==> config.mk <==
export PLATFORM = sky130hd
export DESIGN_NAME = dbi_host
export DESIGN_NICKNAME = d
export VERILOG_FILES = /design/src/design/dbi_pkg.sv /design/src/design/dbi_host.sv
export SDC_FILE = /design/constraint.sdc
export NUM_CORES = 1
export LEC_CHECK = 0
export BUFFER_PORTS_ARGS = -buffer_cell sky130_fd_sc_hd__buf_2
export CAP_MARGIN = 20
export CORE_ASPECT_RATIO = 0.8
export CORE_MARGIN = 1.5
export CORE_UTILIZATION = 42
export CTS_BUF_LIST = sky130_fd_sc_hd__clkbuf_16
export DETAILED_ROUTE_END_ITERATION = 12
export REMOVE_ABC_BUFFERS = 1
export SLEW_MARGIN = 25
export SYNTH_ARGS = -nofsm -noshare
export SYNTH_HDL_FRONTEND = slang
export SYNTH_SLANG_ARGS = --single-unit
==> constraint.sdc <==
create_clock -name ref_clk -period 3.1 [get_ports ref_clk]
set_clock_uncertainty 0.2 [all_clocks]
set_input_delay 0.31 -clock ref_clk [delete_from_list [all_inputs] [get_ports ref_clk]]
set_output_delay 0.31 -clock ref_clk [all_outputs]
set_load 0.03 [all_outputs]
==> src/design/dbi_pkg.sv <==
/*
  Constants shared by the double-buffered converter host controller.
  Assumes a 25 MHz ref_clk; strobe timings are derived from it.
*/
package dbi_pkg;
  // ----------------------------------------------------------------
  // Timing
  // ----------------------------------------------------------------
  localparam int unsigned CLK_PERIOD_NS    = 40;
  // Least strobe low time in ns, rounded up to whole cycles
  localparam int unsigned STROBE_LOW_NS    = 40;
  localparam int unsigned STROBE_LOW_CYC   =
    (STROBE_LOW_NS + CLK_PERIOD_NS - 1) / CLK_PERIOD_NS;
  // Gap between first-rank load and second-rank load, in ns
  localparam int unsigned RANK_GAP_NS      = 100;
  localparam int unsigned RANK_GAP_CYC     =
    (RANK_GAP_NS + CLK_PERIOD_NS - 1) / CLK_PERIOD_NS;
  // Second-rank pulse high time and select hold after strobe end
  localparam int unsigned UPDATE_HIGH_CYC  = 2;
  localparam int unsigned SEL_HOLD_CYC     = 1;
  localparam int unsigned CNT_W            = 4;
  // ----------------------------------------------------------------
  // Data coding
  // ----------------------------------------------------------------
  localparam int unsigned DATA_W           = 16;
  localparam int unsigned MSB_POS          = 15;
  localparam logic [15:0] OFFSET_ZERO_CODE = 16'h8000;
  // ----------------------------------------------------------------
  // Write modes
  // ----------------------------------------------------------------
  typedef enum logic [1:0] {
    DBI_MODE_JOINED  = 2'b00,  // all controls tied to one strobe
    DBI_MODE_WRSEL   = 2'b01,  // strobe on first-rank load, select on both
    DBI_MODE_MULTI   = 2'b10   // addressed loads, then shared update
  } dbi_mode_t;
  typedef enum logic [2:0] {
    DBI_ST_IDLE   = 3'b000,
    DBI_ST_SETUP  = 3'b001,
    DBI_ST_STROBE = 3'b010,
    DBI_ST_HOLD   = 3'b011,
    DBI_ST_GAP    = 3'b100,
    DBI_ST_UPDATE = 3'b101
  } dbi_state_t;
endpackage

==> src/design/dbi_host.sv <==
/*
  Host-side write controller for a double-buffered 16-bit converter input.
  Words arrive on a valid/ready stream, pass a two-entry buffer, and are
  written over the converter's select, first-rank load and second-rank
  load pins. Assumes the pins reach the converter directly on this clock.
*/
`timescale 1ns/1ps
// Overview of operation
// - Host inverts bit 15 of twos complement samples before driving.
// - Control pins are always driven; the update line idles high except in multi mode, where it idles low between pulses.
// - Host stretches strobe low time to whole-cycle minimum width.
// - Outside joined mode, host ends write strobe before decoded select rises; in joined mode both rise together.
// - Multi-converter: addressed first-rank loads, then one shared update pulse.
// - Eight-bit hosts assemble bytes externally before loading all 16 bits.
// - Write starts derive synchronously from ref_clk to avoid jitter.
module dbi_host
  import dbi_pkg::*;
#(
  parameter int unsigned NUM_DAC = 3,
  parameter int unsigned SEL_W   = 2
) (
  input  wire logic               ref_clk,
  input  wire logic               rst_n,
  input  wire logic [1:0]         mode,
  input  wire logic               twos_comp,
  input  wire logic               in_valid,
  output logic                    in_ready,
  input  wire logic [DATA_W-1:0]  in_data,
  input  wire logic [SEL_W-1:0]   in_dest,
  input  wire logic               in_last,
  output logic [DATA_W-1:0]       dac_data,
  output logic [NUM_DAC-1:0]      decoded_select_n,
  output logic                    first_rank_load_n,
  output logic                    second_rank_load,
  output logic                    busy
);
  // ----------------------------------------------------------------
  // Two-entry input buffer
  // ----------------------------------------------------------------
  // Mode and coding travel with each word, so a stalled word keeps its own
  localparam int unsigned ENT_W = DATA_W + SEL_W + 4;
  logic [ENT_W-1:0] buf_q [2];
  logic             wr_ptr_q;
  logic             rd_ptr_q;
  logic [1:0]       count_q;
  logic             pop;
  logic             push;
  logic [ENT_W-1:0] head;
  logic             head_tc;

  assign in_ready = (count_q != 2'd2);
  assign push     = in_valid && in_ready;
  assign head     = buf_q[rd_ptr_q];
  assign head_tc  = head[DATA_W + SEL_W + 1];

  always_ff @(posedge ref_clk) begin
    if (!rst_n) begin
      wr_ptr_q <= 1'b0;
      rd_ptr_q <= 1'b0;
      count_q  <= 2'd0;
    end else begin
      if (push) wr_ptr_q <= ~wr_ptr_q;
      if (pop) rd_ptr_q <= ~rd_ptr_q;
      count_q <= count_q + {1'b0, push} - {1'b0, pop};
    end
  end

  always_ff @(posedge ref_clk) begin
    if (push) begin
      buf_q[wr_ptr_q] <= {mode, twos_comp, in_last, in_dest, in_data};
    end
  end

  // ----------------------------------------------------------------
  // Write sequencer
  // ----------------------------------------------------------------
  dbi_state_t        state_q;
  logic [CNT_W-1:0]  cnt_q;
  logic [SEL_W-1:0]  dest_q;
  logic              last_q;
  logic              sel_act_q;
  logic              load_act_q;
  logic              upd_q;
  logic [DATA_W-1:0] data_q;
  dbi_mode_t         mode_q;
  logic [DATA_W-1:0] coded;

  // Bit 15 flipped turns twos complement into offset binary
  always_comb begin
    coded = head[DATA_W-1:0];
    if (head_tc) coded = coded ^ OFFSET_ZERO_CODE;
  end

  // Starts are taken on ref_clk only, so strobes carry no jitter
  assign pop = (state_q == DBI_ST_IDLE) && (count_q != 2'd0);

  always_ff @(posedge ref_clk) begin
    if (!rst_n) begin
      state_q    <= DBI_ST_IDLE;
      cnt_q      <= '0;
      dest_q     <= '0;
      last_q     <= 1'b0;
      sel_act_q  <= 1'b0;
      load_act_q <= 1'b0;
      upd_q      <= 1'b0;
      data_q     <= '0;
      mode_q     <= DBI_MODE_JOINED;
    end else begin
      case (state_q)
        DBI_ST_IDLE: begin
          if (pop) begin
            data_q  <= coded;
            dest_q  <= head[DATA_W +: SEL_W];
            last_q  <= head[DATA_W + SEL_W];
            mode_q  <= dbi_mode_t'(head[ENT_W-1 -: 2]);
            state_q <= DBI_ST_SETUP;
          end
        end
        DBI_ST_SETUP: begin
          // Data stands one cycle before the strobe falls
          sel_act_q  <= 1'b1;
          load_act_q <= (mode_q != DBI_MODE_JOINED);
          upd_q      <= 1'b0;
          cnt_q      <= CNT_W'(STROBE_LOW_CYC);
          state_q    <= DBI_ST_STROBE;
        end
        DBI_ST_STROBE: begin
          if (cnt_q > CNT_W'(1)) begin
            cnt_q <= cnt_q - CNT_W'(1);
          end else begin
            // Strobe ends first; select holds on to keep data hold, except in joined mode where select ends with it
            load_act_q <= 1'b0;
            if (mode_q == DBI_MODE_JOINED) sel_act_q <= 1'b0;
            cnt_q   <= CNT_W'(SEL_HOLD_CYC);
            state_q <= DBI_ST_HOLD;
          end
        end
        DBI_ST_HOLD: begin
          sel_act_q <= 1'b0;
          if (mode_q == DBI_MODE_MULTI && last_q) begin
            cnt_q   <= CNT_W'(RANK_GAP_CYC);
            state_q <= DBI_ST_GAP;
          end else begin
            state_q <= DBI_ST_IDLE;
          end
        end
        DBI_ST_GAP: begin
          if (cnt_q > CNT_W'(1)) begin
            cnt_q <= cnt_q - CNT_W'(1);
          end else begin
            upd_q   <= 1'b1;
            cnt_q   <= CNT_W'(UPDATE_HIGH_CYC);
            state_q <= DBI_ST_UPDATE;
          end
        end
        DBI_ST_UPDATE: begin
          if (cnt_q > CNT_W'(1)) begin
            cnt_q <= cnt_q - CNT_W'(1);
          end else begin
            upd_q   <= 1'b0;
            state_q <= DBI_ST_IDLE;
          end
        end
        default: state_q <= DBI_ST_IDLE;
      endcase
    end
  end

  // ----------------------------------------------------------------
  // Pin drive
  // ----------------------------------------------------------------
  // Select pins never float; unselected ones stay high
  genvar g;
  generate
    for (g = 0; g < NUM_DAC; g++) begin : g_sel
      assign decoded_select_n[g] = ~(sel_act_q && (dest_q == SEL_W'(g)));
    end
  endgenerate

  always_comb begin
    case (mode_q)
      DBI_MODE_JOINED: begin
        first_rank_load_n = ~sel_act_q;
        second_rank_load  = ~sel_act_q;
      end
      DBI_MODE_WRSEL: begin
        first_rank_load_n = ~load_act_q;
        second_rank_load  = ~sel_act_q;
      end
      default: begin
        first_rank_load_n = ~load_act_q;
        second_rank_load  = upd_q;
      end
    endcase
  end

  assign dac_data = data_q;
  assign busy     = (state_q != DBI_ST_IDLE) || (count_q != 2'd0);

  // ----------------------------------------------------------------
  // Checks
  // ----------------------------------------------------------------
  logic [CNT_W-1:0] low_len_q;

  // Length of the current first-rank load pulse, saturating
  always_ff @(posedge ref_clk) begin
    if (!rst_n || first_rank_load_n) begin
      low_len_q <= '0;
    end else if (low_len_q != '1) begin
      low_len_q <= low_len_q + CNT_W'(1);
    end
  end

  AST_STROBE_BEFORE_SEL: assert property (@(posedge ref_clk) disable iff (!rst_n)
    (mode_q == DBI_MODE_WRSEL && $rose(sel_act_q == 1'b0)) |-> $past(!load_act_q))
    else $error("select rose before write strobe ended");
  AST_STROBE_WIDTH: assert property (@(posedge ref_clk) disable iff (!rst_n)
    $rose(first_rank_load_n) |-> (low_len_q >= CNT_W'(STROBE_LOW_CYC)))
    else $error("strobe low time too short");
  AST_UPD_PULSE: assert property (@(posedge ref_clk) disable iff (!rst_n)
    $rose(upd_q) |-> upd_q ##1 upd_q ##1 !upd_q)
    else $error("update pulse width wrong");
  AST_UPD_ONLY_MULTI: assert property (@(posedge ref_clk) disable iff (!rst_n)
    upd_q |-> (mode_q == DBI_MODE_MULTI) && !sel_act_q)
    else $error("update pulse outside shared update");
  AST_DATA_STABLE: assert property (@(posedge ref_clk) disable iff (!rst_n)
    (state_q != DBI_ST_IDLE) |=> $stable(data_q))
    else $error("data changed during write");
  AST_MSB_INVERT: assert property (@(posedge ref_clk) disable iff (!rst_n)
    (pop && head_tc) |=> (data_q[MSB_POS] != $past(head[MSB_POS])))
    else $error("msb not inverted");
  AST_JOINED_TIE: assert property (@(posedge ref_clk) disable iff (!rst_n)
    (mode_q == DBI_MODE_JOINED) |-> (first_rank_load_n == second_rank_load))
    else $error("joined strobes diverge");
  AST_GAP_BEFORE_UPD: assert property (@(posedge ref_clk) disable iff (!rst_n)
    $rose(upd_q) |-> $past(state_q, 1) == DBI_ST_GAP)
    else $error("update without gap");
endmodule // dbi_host

Word level (Yosys, flattened, before mapping)
Memories as Yosys holds them, arrays and structs flattened. A register that Yosys moved wholly into a read port is not among the register bits.
Cells that the tools add are included.

cells by class
  add/sub/neg operators = 3
  $lt $le $gt $ge = 1
  eq/ne operators = 17
  multiplexer cells = 25
  bitwise logic cells = 8
  reductions and logical operators = 24

operators with widths
  cell                                                           count
  one-hot mux 4 bit (5 select lines)                             1
  one-hot mux 3 bit (6 select lines)                             1
  two-way mux 16 bit                                             1
  two-way mux 4 bit                                              4
  inequality test 2 bit, second input constant                   8
  two-way mux 3 bit                                              5
  two-way mux 1 bit                                              10
  AND reduction 3 bit                                            3
  nonzero test 3 bit                                             3
  inverter 1 bit                                                 8
  == test 3 x 2 -> 1 bit, second input constant                  2
  == test 3 bit, second input constant                           2
  logical AND 1 bit                                              6
  one-hot mux 1 bit (3 select lines)                             2
  nonzero test 2 bit                                             3
  nonzero test 5 bit                                             1
  == test 2 x 1 -> 1 bit, second input constant                  2
  == test 2 bit, second input constant                           2
  greater-than comparator 4 x 1 -> 1 bit, second input constant  1
  zero test 2 bit                                                2
  AND reduction 2 bit                                            2
  AND reduction 4 bit                                            1
  subtractor 4 x 1 -> 4 bit, second input constant               1
  == test 3 x 1 -> 1 bit, second input constant                  1
  6 further kinds                                                6

word-level totals
  flip-flop bits (word level) = 35
  bits in writable memories = 44
  input bits = 25
  output and inout bits = 23
  logic and storage cells = 91
  memories kept = 1

memory list
  memory  depth  width  read ports  clocked after memory_dff  write ports  RTL line        RTL
  buf_q   2      22     1           1                         1            dbi_host.sv:42  logic [ENT_W-1:0] buf_q [2];

Longest topological paths before layout
Gate-level depths: netlist of run 1.

  depth after elaboration = 4
  depth in mapped cells = 10

Worst setup path after synthesis of run 1
Ideal clock, no wire load.

  path type = register to register
  from = register count_q[0]
  to = memory buf_q[0][0] (netlist bit) (enable)
  library setup time = 0.402 ns
  data arrival time = 1.773 ns
  required time = 2.498 ns
  path slack = 0.725 ns
  stages on the path, launching flop included = 4
  path buffers = 0
  period minus slack after synthesis = 2.375 ns
  cell sequence = dfxtp_1 -> nand2b_1 -> nand2_1 -> nor2_1

between the ends
  word-level cells in the longest chain between the ends = 4

RTL lines
  what                                     RTL line        RTL
  from (decl)                              dbi_host.sv:45  logic [1:0] count_q;
  from (signal assigned)                   dbi_host.sv:64  count_q <= count_q + {1'b0, push} - {1'b0, pop};
  inequality test 2 bit                    dbi_host.sv:51  assign in_ready = (count_q != 2'd2);
  net in_ready                             dbi_host.sv:27  output logic in_ready,
  logical AND 1 bit                        dbi_host.sv:52  assign push = in_valid && in_ready;
  two-way mux 1 bit                        dbi_host.sv:69  if (push) begin
  two-way mux 1 bit (implied by the code)  dbi_host.sv:70  buf_q[wr_ptr_q] <= {mode, twos_comp, in_last, in_dest, in_data};
  to (decl)                                dbi_host.sv:42

The timed path passes the listed nets, and every way through them passes these cells.

Worst setup path after layout of run 1
  from = register state_q[2]
  to = register cnt_q[3]

between the ends
  word-level cells in the longest chain between the ends = 3
  elaborated cells on any way between the ends = 10
  classes of those cells = eq/ne (7); mux (1); reduce/logical (2)

RTL lines
  what                                                                          RTL line         RTL
  from (decl)                                                                   dbi_host.sv:77   dbi_state_t state_q;
  from (signal assigned)                                                        dbi_host.sv:99   state_q <= DBI_ST_IDLE;
  from (signal assigned)                                                        dbi_host.sv:116  state_q <= DBI_ST_SETUP;
  from (signal assigned)                                                        dbi_host.sv:125  state_q <= DBI_ST_STROBE;
  == test 3 bit (tied with other cells)                                         dbi_host.sv:109  case (state_q)
  nonzero test 5 bit (no source line) or inequality test 2 bit (tied branches)  n/a
  AND reduction 3 bit (no source line)                                          n/a
  to (signal assigned)                                                          dbi_host.sv:124  cnt_q <= CNT_W'(STROBE_LOW_CYC);
  to (signal assigned)                                                          dbi_host.sv:129  cnt_q <= cnt_q - CNT_W'(1);
  to (signal assigned)                                                          dbi_host.sv:134  cnt_q <= CNT_W'(SEL_HOLD_CYC);
  to (decl)                                                                     dbi_host.sv:78   logic [CNT_W-1:0] cnt_q;

Several ways; a longest one is shown, not always the timed one.
A chain may end at the register's enable or synchronous reset.

==> impl_metrics.yaml, run 1 <==
die:
  io_pins: 48
  dieArea_um2: 8450
  start_util_pct: 44.1
  rows: 28
  die_w_um: 102
  die_h_um: 82.5
  coreArea_um2: 7530
placed_design:
  dpl_cell_area_um2: 3650
  gp_congestion: 0.777
  port_buffers: 47
  place_hpwl_mm: 3.63
cells_and_area:
  syn2layout_area_growth_pct: 25.2
  layout_common_cells: "47 x buf_2, 44 x edfxtp_1, 36 x dfxtp_1"
  final_util_pct: 55.2
  final_cell_area_um2: 4160
  nFillCells: 623
  nNetsFinal: 359
  mostFrequentLayoutCell: "buf_2"
  diodes: 0
  drive_above_1_share_pct: 22.8
setup_path:
  cp_max_fo: 12
  path_cells: "inv_1 > ha_1 > a21oi_1 > and3_1 > nand2_2 > o32ai_2"
  r2r-start: "state_q[2]"
  endpoint_kind: "flip-flop"
  cp_slowest_cell: "dfxtp_1"
  start_kind: "flip-flop"
  critPathKind: "reg2reg"
  rrSetupSlack_ns: 0.82
  r2r_end: "cnt_q[3]"
  r2r_cells: 6
  worstPathArrival_ns: 2.31
  cp_data_required_time_ns: 3.13
  cpPeakStageDelay_ns: 0.68
grt:
  grt_first_pass_wirelength_mm: 9.49
  antenna_found_initial: 0
  grt_pass1_vias: 2043
  grt-ovfl-total: 0
  grt_max_degree: 43
  grt_usage_pct: 15.1
hold_path:
  hold_class: "in2reg"
  whs_path_depth: 3
  worstHoldStart: "rst_n"
  hold_end: "state_q[2]"
sta:
  worst_pin_slew_ns: 0.612
  period_share_pct: 73.4
  setup_viol: 0
  relSlewSlack_pct: 59.1
  drv_slew: 0
  max_freq_mhz: 439
  period_minus_slack_ns: 2.28
  hold_violations: 0
  rsz0062_at_grt: "false"
routing:
  num_vias: 2139
  via_per_inst: 4.87
  dr.first_iter.drc_count: 91
  wirelength_mm: 5.85
  wl_per_cell_um: 13.3
  drcViolationCount: 0
  antenna_left: 0
  drt_first_pass_iters: 4
clock_tree:
  clock_latency_ns: 0.33
  cts-buffers-inserted: 9
  clock_path_buffers: 2
  clock-sinks: 80
  cts-resized-gates: 0
  cts_tree: "yes"
  cts_setup_buffers: 0
  cts_root_buf: "clkbuf_16"
  cts_max_level: 3
  clkSlewWorstSetupHoldPaths_ns: 0.06
synth:
  async_flop_share_pct: 0
  netlist_instances: 259
  ys_ff_latch: 80
  synth.distinct_cells: 44
  ys_seq_area_share_pct: 61.5
  synth_edf_count: 44
  synthesis.area_um2: 3320
  ys.warnings.count: 0
  avgSynthCellArea_um2: 12.8
  ys.flop_type: "edfxtp_1"
power:
  p_leak_uw: 0.00180
  power_density_nw_per_um2: 991
  peakVddDrop_mv: 0.435
run:
  cap_violations: 0
run_status:
  status: "finished, final reports clean"
[cell families (layout without fill, tap and decap cells)]
logic type,count (synthesis),count (layout),synth area share [%]
mux,24,24,7.24
xor+xnor,6,6,1.58
compound gates,50,50,12.9
flops,80,80,61.5
buf+inv,24,99,3.51
fa+ha+maj,6,6,2.19
simple gates,69,69,11.1
[power breakdown]
part           switching (uW)  total [uW]  leakage [uW]  internal [uW]
combinational             899        1500      0.000943            603
clock                     390        1000      0.000153            613
sequential                226        1610      0.000707           1390
total                    1510        4120       0.00180           2600
[metrics by stage]
stage / power, uW / TNS, ns / std cells / worst slack [ns] / hold slack [ns]
2_1_floorplan: 2720 / -0.856 / 244 / -0.492 / 0.209
3_3_place_gp: 3110 / 0 / 401 / 0.934 / 0.265
3_5_place_dp: 3120 / 0 / 401 / 0.867 / 0.259
4_1_cts: 4160 / 0 / 439 / 0.871 / 0.224
5_1_grt: 4370 / 0 / 439 / 0.614 / 0.232
6_report: 4120 / 0 / 439 / 0.823 / 0.223
[registers in the layout, indices dropped and copies added (netlist names), 2 cells and up, named ones only]
| register | cells |
|---|---|
| buf_q | 44 |
| dac_data | 16 |
| cnt_q | 4 |
| state_q | 3 |
| count_q | 2 |
| dest_q | 2 |
| mode_q | 2 |
[per-layer routing]
layer  track usage (%)  wire [um]
met1              18.5       2800
met2              25.2       2800
met3              5.39        199
met4              4.25         48
met5                 0          0
[synth_stat cells (2+ instances only)]
master    count  area share (%)
a21boi_1      4            0.90
a21oi_1       5            0.75
a31oi_1       4            0.75
and2_1        5            0.94
and3_1        3            0.57
buf_2         6            0.90
buf_4         3            0.68
clkbuf_1      5            0.57
dfxtp_1      36              22
edfxtp_1     44              40
ha_1          5             1.9
inv_1         7            0.79
mux2i_1      24             7.2
nand2_1      33             3.7
nand2b_1      2            0.38
nand3b_1      4            0.90
nor2_1        6            0.68
nor2b_1       4            0.75
nor3_2        2            0.60
o211a_1      20             6.0
o21ai_0       5            0.75
o22ai_1       3            0.57
or3_1         4            0.75
xnor2_1       3            0.79
xor2_1        3            0.79
[worst max-delay path, delay by kind of cell (launching register included)]
family | cells | cell delay, ns
flops | 1 | 0.68
simple gates | 2 | 0.32
fa+ha+maj | 1 | 0.35
buf+inv | 1 | 0.23
compound gates | 2 | 0.39
[worst max-delay path by stage]
stage,start,endpoint,slack (ns)
after floorplan,state_q[1],count_q[1],-0.49
after global placement,state_q[1],count_q[1],0.93
after detailed placement,state_q[1],count_q[1],0.87
after CTS,state_q[1],count_q[1],0.87
after global routing,state_q[2],cnt_q[3],0.61
final,state_q[2],cnt_q[3],0.82
[what timing repair did]
action | in CTS | in global routing
setup endpoints to repair | 0 | 0
hold endpoints to repair | 44 | 0
hold buffers | 22 | 0
[final cells by class]
class | instances | area (um2) | share of cell area [%]
clock inverters | 7 | 60.1 | 1.44
inverters | 9 | 33.8 | 0.813
repair buffers | 74 | 493 | 11.9
multi-input cells | 155 | 1170 | 28.2
clock buffers | 9 | 225 | 5.42
well taps | 105 | 131 | 3.16
flip-flops and latches | 80 | 2040 | 49.1
Note: power is estimated with default switching activity, not from simulation.
==> inputs of run 2 (changes only) <==
==> constraint.sdc (replaced) <==
create_clock -name ref_clk -period 2.1 [get_ports ref_clk]
set_clock_uncertainty 0.2 [all_clocks]
set_input_delay 0.21 -clock ref_clk [delete_from_list [all_inputs] [get_ports ref_clk]]
set_output_delay 0.21 -clock ref_clk [all_outputs]
set_load 0.03 [all_outputs]
==> run 2 against run 1 <==
  * Power rose by 57%
  * Sequential share of layout area is 1.4 points lower
  * Die area did not move
  * Utilization is 1.7 points higher
==> impl_metrics.yaml, run 2 (synthesized netlist as in run 1, its figures left out) <==
setup_path:
  critPathKind: "reg2reg"
  start_kind: "flip-flop"
  path_delay_family: "simple AND/OR/NAND/NOR gates"
  cpPeakStageDelay_ns: 0.48
  endpoint_kind: "flip-flop"
  cp_max_fo: 4
  cp_num_buf_inv: 1
  cp_data_required_time_ns: 2.12
  cp_slowest_cell: "or4_1"
  worstPathArrival_ns: 1.97
  path_cells: "inv_1 > ha_1 > nor2_2 > or4_1 > and3_1 > a21boi_1 > o22ai_1"
clock_tree:
  cts_root_buf: "clkbuf_16"
  clkSlewWorstSetupHoldPaths_ns: 0.06
  clock-sinks: 80
  cts-buffers-inserted: 9
  clock_latency_ns: 0.33
  cts_tree: "yes"
  clock_path_buffers: 2
  cts_max_level: 3
power:
  p_leak_uw: 0.00187
  combPwrFrac_pct: 38.4
  power_density_nw_per_um2: 1510
  p_clk_share_pct: 26.2
  internal-power_uw: 4160
  peakVddDrop_mv: 0.564
  sw_frac_of_total_pct: 35.6
  power_uw: 6460
  pwr-share-seq_pct: 35.5
  p_sw_uw: 2300
cells_and_area:
  drive_above_1_share_pct: 25.9
  nNetsFinal: 369
  mostFrequentLayoutCell: "buf_2"
  final_cell_area_um2: 4280
  final_cell_count_no_fill: 449
  final_util_pct: 56.8
  diodes: 0
  syn2layout_area_growth_pct: 29.0
  nFillCells: 635
  layout_common_cells: "47 x buf_2, 44 x edfxtp_1, 35 x dfxtp_1"
  largest_reg_flops: 44
  top_register: "buf_q"
grt:
  grt_first_pass_wirelength_mm: 10.1
  grt_usage_pct: 16.2
  antenna_found_initial: 0
  grt_max_degree: 43
  grt_pass1_vias: 2150
  grt-ovfl-total: 0
die:
  dieArea_um2: 8450
  io_pins: 48
  coreArea_um2: 7530
  die_w_um: 102
  start_util_pct: 44.1
  rows: 28
  die_h_um: 82.5
placed_design:
  port_buffers: 47
  place_hpwl_mm: 3.89
  placed_cells: 410
  gp_congestion: 0.804
  dpl_cell_area_um2: 3720
routing:
  antenna_left: 0
  num_vias: 2245
  drcViolationCount: 0
  via_per_inst: 5.00
  wl_per_cell_um: 13.7
  wirelength_mm: 6.15
  dr.first_iter.drc_count: 92
  drt_first_pass_iters: 4
sta:
  period_share_pct: 92.9
  setup_viol: 0
  period_minus_slack_ns: 1.95
  worst_pin_slew_ns: 0.471
  relSlewSlack_pct: 68.6
  drv_slew: 0
  max_freq_mhz: 513
  hold_violations: 0
  rsz0062_at_grt: "false"
run:
  cap_violations: 0
run_status:
  status: "finished, final reports clean"
hold_path:
  hold_class: "in2reg"
-- run 2: cell types whose count changed in the layout (fill, tap and decap cells not counted) --
cell and delta:
dfxtp_2 +1, clkinv_1 +1, nor2_1 -1, inv_1 -2
clkinv_2 -1, dfxtp_1 -1, buf_4 +10, clkbuf_16 +1
bufinv_16 +1, nor2_2 +1
-- run 2: per-layer routing --
| layer | routed length (um) | part of all wire (%) | up-vias | GRT usage [%] |
|---|---|---|---|---|
| met5 | 0 | 0 | - | 0 |
| met4 | 122 | 2.0 | 0 | 8.63 |
| met3 | 243 | 4.0 | 10 | 4.12 |
| met2 | 2860 | 46 | 53 | 26.4 |
| met1 | 2920 | 48 | 1079 | 19.9 |
| li1 | - | - | 1103 | - |
-- run 2: timing repair --
action	CTS	global route
hold buffers	22	0
endpoints found under the setup margin	0	5
hold endpoints to repair	44	0
buffers inserted	0	1
gates resized for setup	0	2
-- run 2: worst register-to-register path: stages (launching register included) --
cell,delay (ns)
dfxtp_1,0.32
inv_1,0.08
ha_1,0.20
nor2_2,0.08
or4_1,0.48
and3_1,0.22
a21boi_1,0.17
o22ai_1,0.08
-- run 2: path summary, 6_finish.rpt --
path                 to  cells after the start  slack (ns)  startpoint
min reg2reg  load_act_q                      2        0.27  load_act_q
max            cnt_q[2]                      7        0.15    cnt_q[1]
max reg2reg    cnt_q[2]                      7        0.15    cnt_q[1]
min            wr_ptr_q                      4        0.15    in_valid
-- run 2: through the flow --
step | TNS (ns) | hold slack, ns | setup WS, ns
after CTS | 0 | 0.142 | 0.0122
after global routing | 0 | 0.200 | 0.0523
after floorplan | -28.00 | 0.109 | -1.49
after detailed placement | 0 | 0.201 | 0.0132
after global placement | 0 | 0.198 | 0.0962
final | 0 | 0.151 | 0.149
-- run 2: layout make-up --
type / instances / area, um2 / area share [%]
sequential: 80 / 2040 / 47.7
multi-input combinational: 155 / 1170 / 27.4
timing repair buffer: 84 / 568 / 13.3
clock buffer: 10 / 250 / 5.84
tap: 105 / 131 / 3.07
clock inverter: 6 / 81.3 / 1.90
inverter: 9 / 33.8 / 0.789
-- run 2: power groups by stage --
stage                     Combinational [uW]  Clock, uW  Sequential (uW)
after CTS                               2450       1740             2290
after detailed placement                2410          0             2320
after global routing                    2710       1780             2340
final                                   2480       1690             2290
after global placement                  2390          0             2310
after floorplan                         1330          0             2680
==> inputs of run 3 (changes only) <==
--- a/config.mk
+++ b/config.mk
@@ -5,6 +5,7 @@
 export SDC_FILE = /design/constraint.sdc
 export NUM_CORES = 1
 export LEC_CHECK = 0
+export ABC_AREA = 1
 export BUFFER_PORTS_ARGS = -buffer_cell sky130_fd_sc_hd__buf_2
 export CAP_MARGIN = 20
 export CORE_ASPECT_RATIO = 0.8
==> run 3 against run 2 <==
  * Global-route usage down 0.39 points
  * Flip-flop and latch count is the same
  * Largest cell class unchanged
  * Synthesized area shrank 4.9%
  * Maximum frequency up 5.6%
  * First-iteration DRC count grew 15%
  * Cell count grew 2.9%
  * Via count fell by 0.67%
  * Sequential power barely moved
  * Utilization is 1.1 points lower
==> impl_metrics.yaml, run 3 <==
synth:
  synth-simple-area-share_pct: 10.4
  ys_seq_area_share_pct: 64.7
  synthesis.area_um2: 3160
  synth_adder_area_share_pct: 1.98
  synth.distinct_cells: 25
  synth_top_area_share_pct: 41.9
  yosysTopAreaCell: "edfxtp_1"
  synth-compound-area-share_pct: 10.9
  ys.flop_type: "edfxtp_1"
  ys_ff_latch: 80
  netlist_instances: 289
  synth_top_family_by_area: "compound AO/OA/AOI/OAI gates"
  synth_area_leaders: "edfxtp_1 42%, dfxtp_1 23%, mux2i_1 6.7%"
  avgSynthCellArea_um2: 10.9
  synth_xor_area_share_pct: 0.555
  netlist_top_cells_count: "44 x edfxtp_1, 41 x nand2_1, 36 x dfxtp_1"
  ys.warnings.count: 0
  async_flop_share_pct: 0
  synthMuxAreaShare_pct: 6.66
  yosysMostFrequentCell: "edfxtp_1"
  synth_edf_count: 44
setup_path:
  r2r_end: "count_q[1]"
  cp_num_buf_inv: 2
  cp_data_required_time_ns: 2.11
  start_kind: "flip-flop"
  rrSetupSlack_ns: 0.25
  path_cells: "nor2_1 > o21ai_1 > inv_2 > ha_1 > inv_1 > ha_1 > xor2_1 > o21ai_0 > a21oi_1"
  worstPathArrival_ns: 1.85
  critPathKind: "reg2reg"
  critPathMostFrequentCell: "ha_1"
  setup.worst_path.start: "state_q[2]"
  r2r-start: "state_q[2]"
  endpoint_kind: "flip-flop"
  path_depth: 9
  cp-endpoint: "count_q[1]"
  cp_slowest_cell: "dfxtp_1"
  cpPeakStageDelay_ns: 0.46
  path_delay_family: "flip-flops"
  r2r_cells: 9
  cp_max_fo: 7
cells_and_area:
  drive_above_1_share_pct: 21.0
  mostFrequentLayoutCell: "buf_2"
  diodes: 0
  layout_common_cells: "47 x buf_2, 44 x edfxtp_1, 41 x nand2_1"
  top_register: "buf_q"
  largest_reg_flops: 44
  nNetsFinal: 397
  syn2layout_area_growth_pct: 29.4
clock_tree:
  cts-buffers-inserted: 9
  clkSlewWorstSetupHoldPaths_ns: 0.06
  clock_path_buffers: 2
  clock-sinks: 80
  cts_root_buf: "clkbuf_16"
  cts_tree: "yes"
  cts-resized-gates: 0
  cts_max_level: 3
  clock_latency_ns: 0.32
sta:
  period_minus_slack_ns: 1.85
  max_freq_mhz: 541
  relSlewSlack_pct: 72.6
  setup_viol: 0
  hold_ws_ns: 0.0362
  worst_pin_slew_ns: 0.411
  period_share_pct: 88.0
  rsz0062_at_grt: "false"
  drv_slew: 0
  hold_violations: 0
routing:
  wl_per_cell_um: 12.4
  drt_first_pass_iters: 4
  num_vias: 2230
  antenna_left: 0
  wirelength_mm: 5.73
  drcViolationCount: 0
  via_per_inst: 4.83
  dr.first_iter.drc_count: 106
hold_path:
  hold_class: "in2reg"
  whs_path_depth: 3
power:
  power_density_nw_per_um2: 1520
  power_uw: 6190
  p_leak_uw: 0.00169
  peakVddDrop_mv: 0.616
grt:
  grt_first_pass_wirelength_mm: 9.71
  grt_usage_pct: 15.8
  grt_pass1_vias: 2043
  grt_max_degree: 46
  antenna_found_initial: 0
  grt-ovfl-total: 0
die:
  die_w_um: 99.9
  dieArea_um2: 8050
  rows: 28
  die_h_um: 80.5
  start_util_pct: 43.1
  coreArea_um2: 7320
  io_pins: 48
run:
  cap_violations: 0
placed_design:
  gp_congestion: 0.886
  place_hpwl_mm: 3.63
  port_buffers: 47
run_status:
  status: "finished, final reports clean"
-- run 3: cell count changes in the layout (fill, tap and decap cells not counted), sizes merged, moves of 5 or more --
cell / before / now
nor2: 7 / 19
and2: 5 / 0
a31oi: 5 / 0
nand3: 1 / 12
o211a: 20 / 0
a21oi: 5 / 35
buf: 62 / 54
nand2: 34 / 44
o21ai: 6 / 29
inv: 9 / 26
-- run 3: logic make-up after synthesis --
logic type | Yosys count
DFF | 80
buffers and inverters | 35
and+or+nand+nor | 79
xor gates and xnor gates | 2
adders and majority gates | 5
muxes | 21
AOI/OAI and AO/OA | 67
-- run 3: how the worst min path moves through the flow --
stage	start	to
after floorplan	rst_n	count_q[0]
after global placement	in_data[2]	buf_q[0][2]
after detailed placement	in_data[2]	buf_q[0][2]
after CTS	rst_n	count_q[0]
after global routing	rst_n	dac_data[10]
final	rst_n	count_q[0]
-- run 3: worst min-delay path, cell delays in order --
cell and delay (ns):
buf_2 0.18, nand2_1 0.08, inv_1 0.03
-- run 3: layout make-up --
cell class	instances	area [um2]
inverters	25	93.8
clock inverters	7	111
well taps	90	113
repair buffers	77	531
fillers	650	3240
clock buffers	9	225
multi-input cells	174	967
flip-flops and latches	80	2040
-- run 3: stage by stage --
| step | util (%) | instances | area, um2 | setup TNS, ns | setup slack (ns) |
|---|---|---|---|---|---|
| after floorplan | - | 279 | 3100 | -11.70 | -0.279 |
| after global placement | 48.0 | 423 | 3520 | 0 | 0.329 |
| after detailed placement | 48.0 | 423 | 3520 | 0 | 0.269 |
| after CTS | 55.8 | 462 | 4080 | 0 | 0.261 |
| after global routing | 55.8 | 462 | 4080 | 0 | 0.112 |
| final | 55.8 | 462 | 4080 | 0 | 0.252 |
-- run 3: layer usage --
layer	global-route usage, %	routed length [um]	up-vias
li1	-	-	1167
met1	20.3	2770	1023
met2	25.6	2750	38
met3	4.87	176	2
met4	5.07	36	0
met5	0	0	-
-- run 3: power by group --
part	internal (uW)	switching, uW
combinational	740	1440
sequential	2090	212
clock	1150	564
total	3980	2220
-- run 3: timing repair --
| action | CTS | global route |
|---|---|---|
| hold buffers | 23 | 0 |
| setup endpoints to repair | 0 | 0 |
| endpoints found under the hold margin | 45 | 0 |
| setup buffers | 0 | 0 |
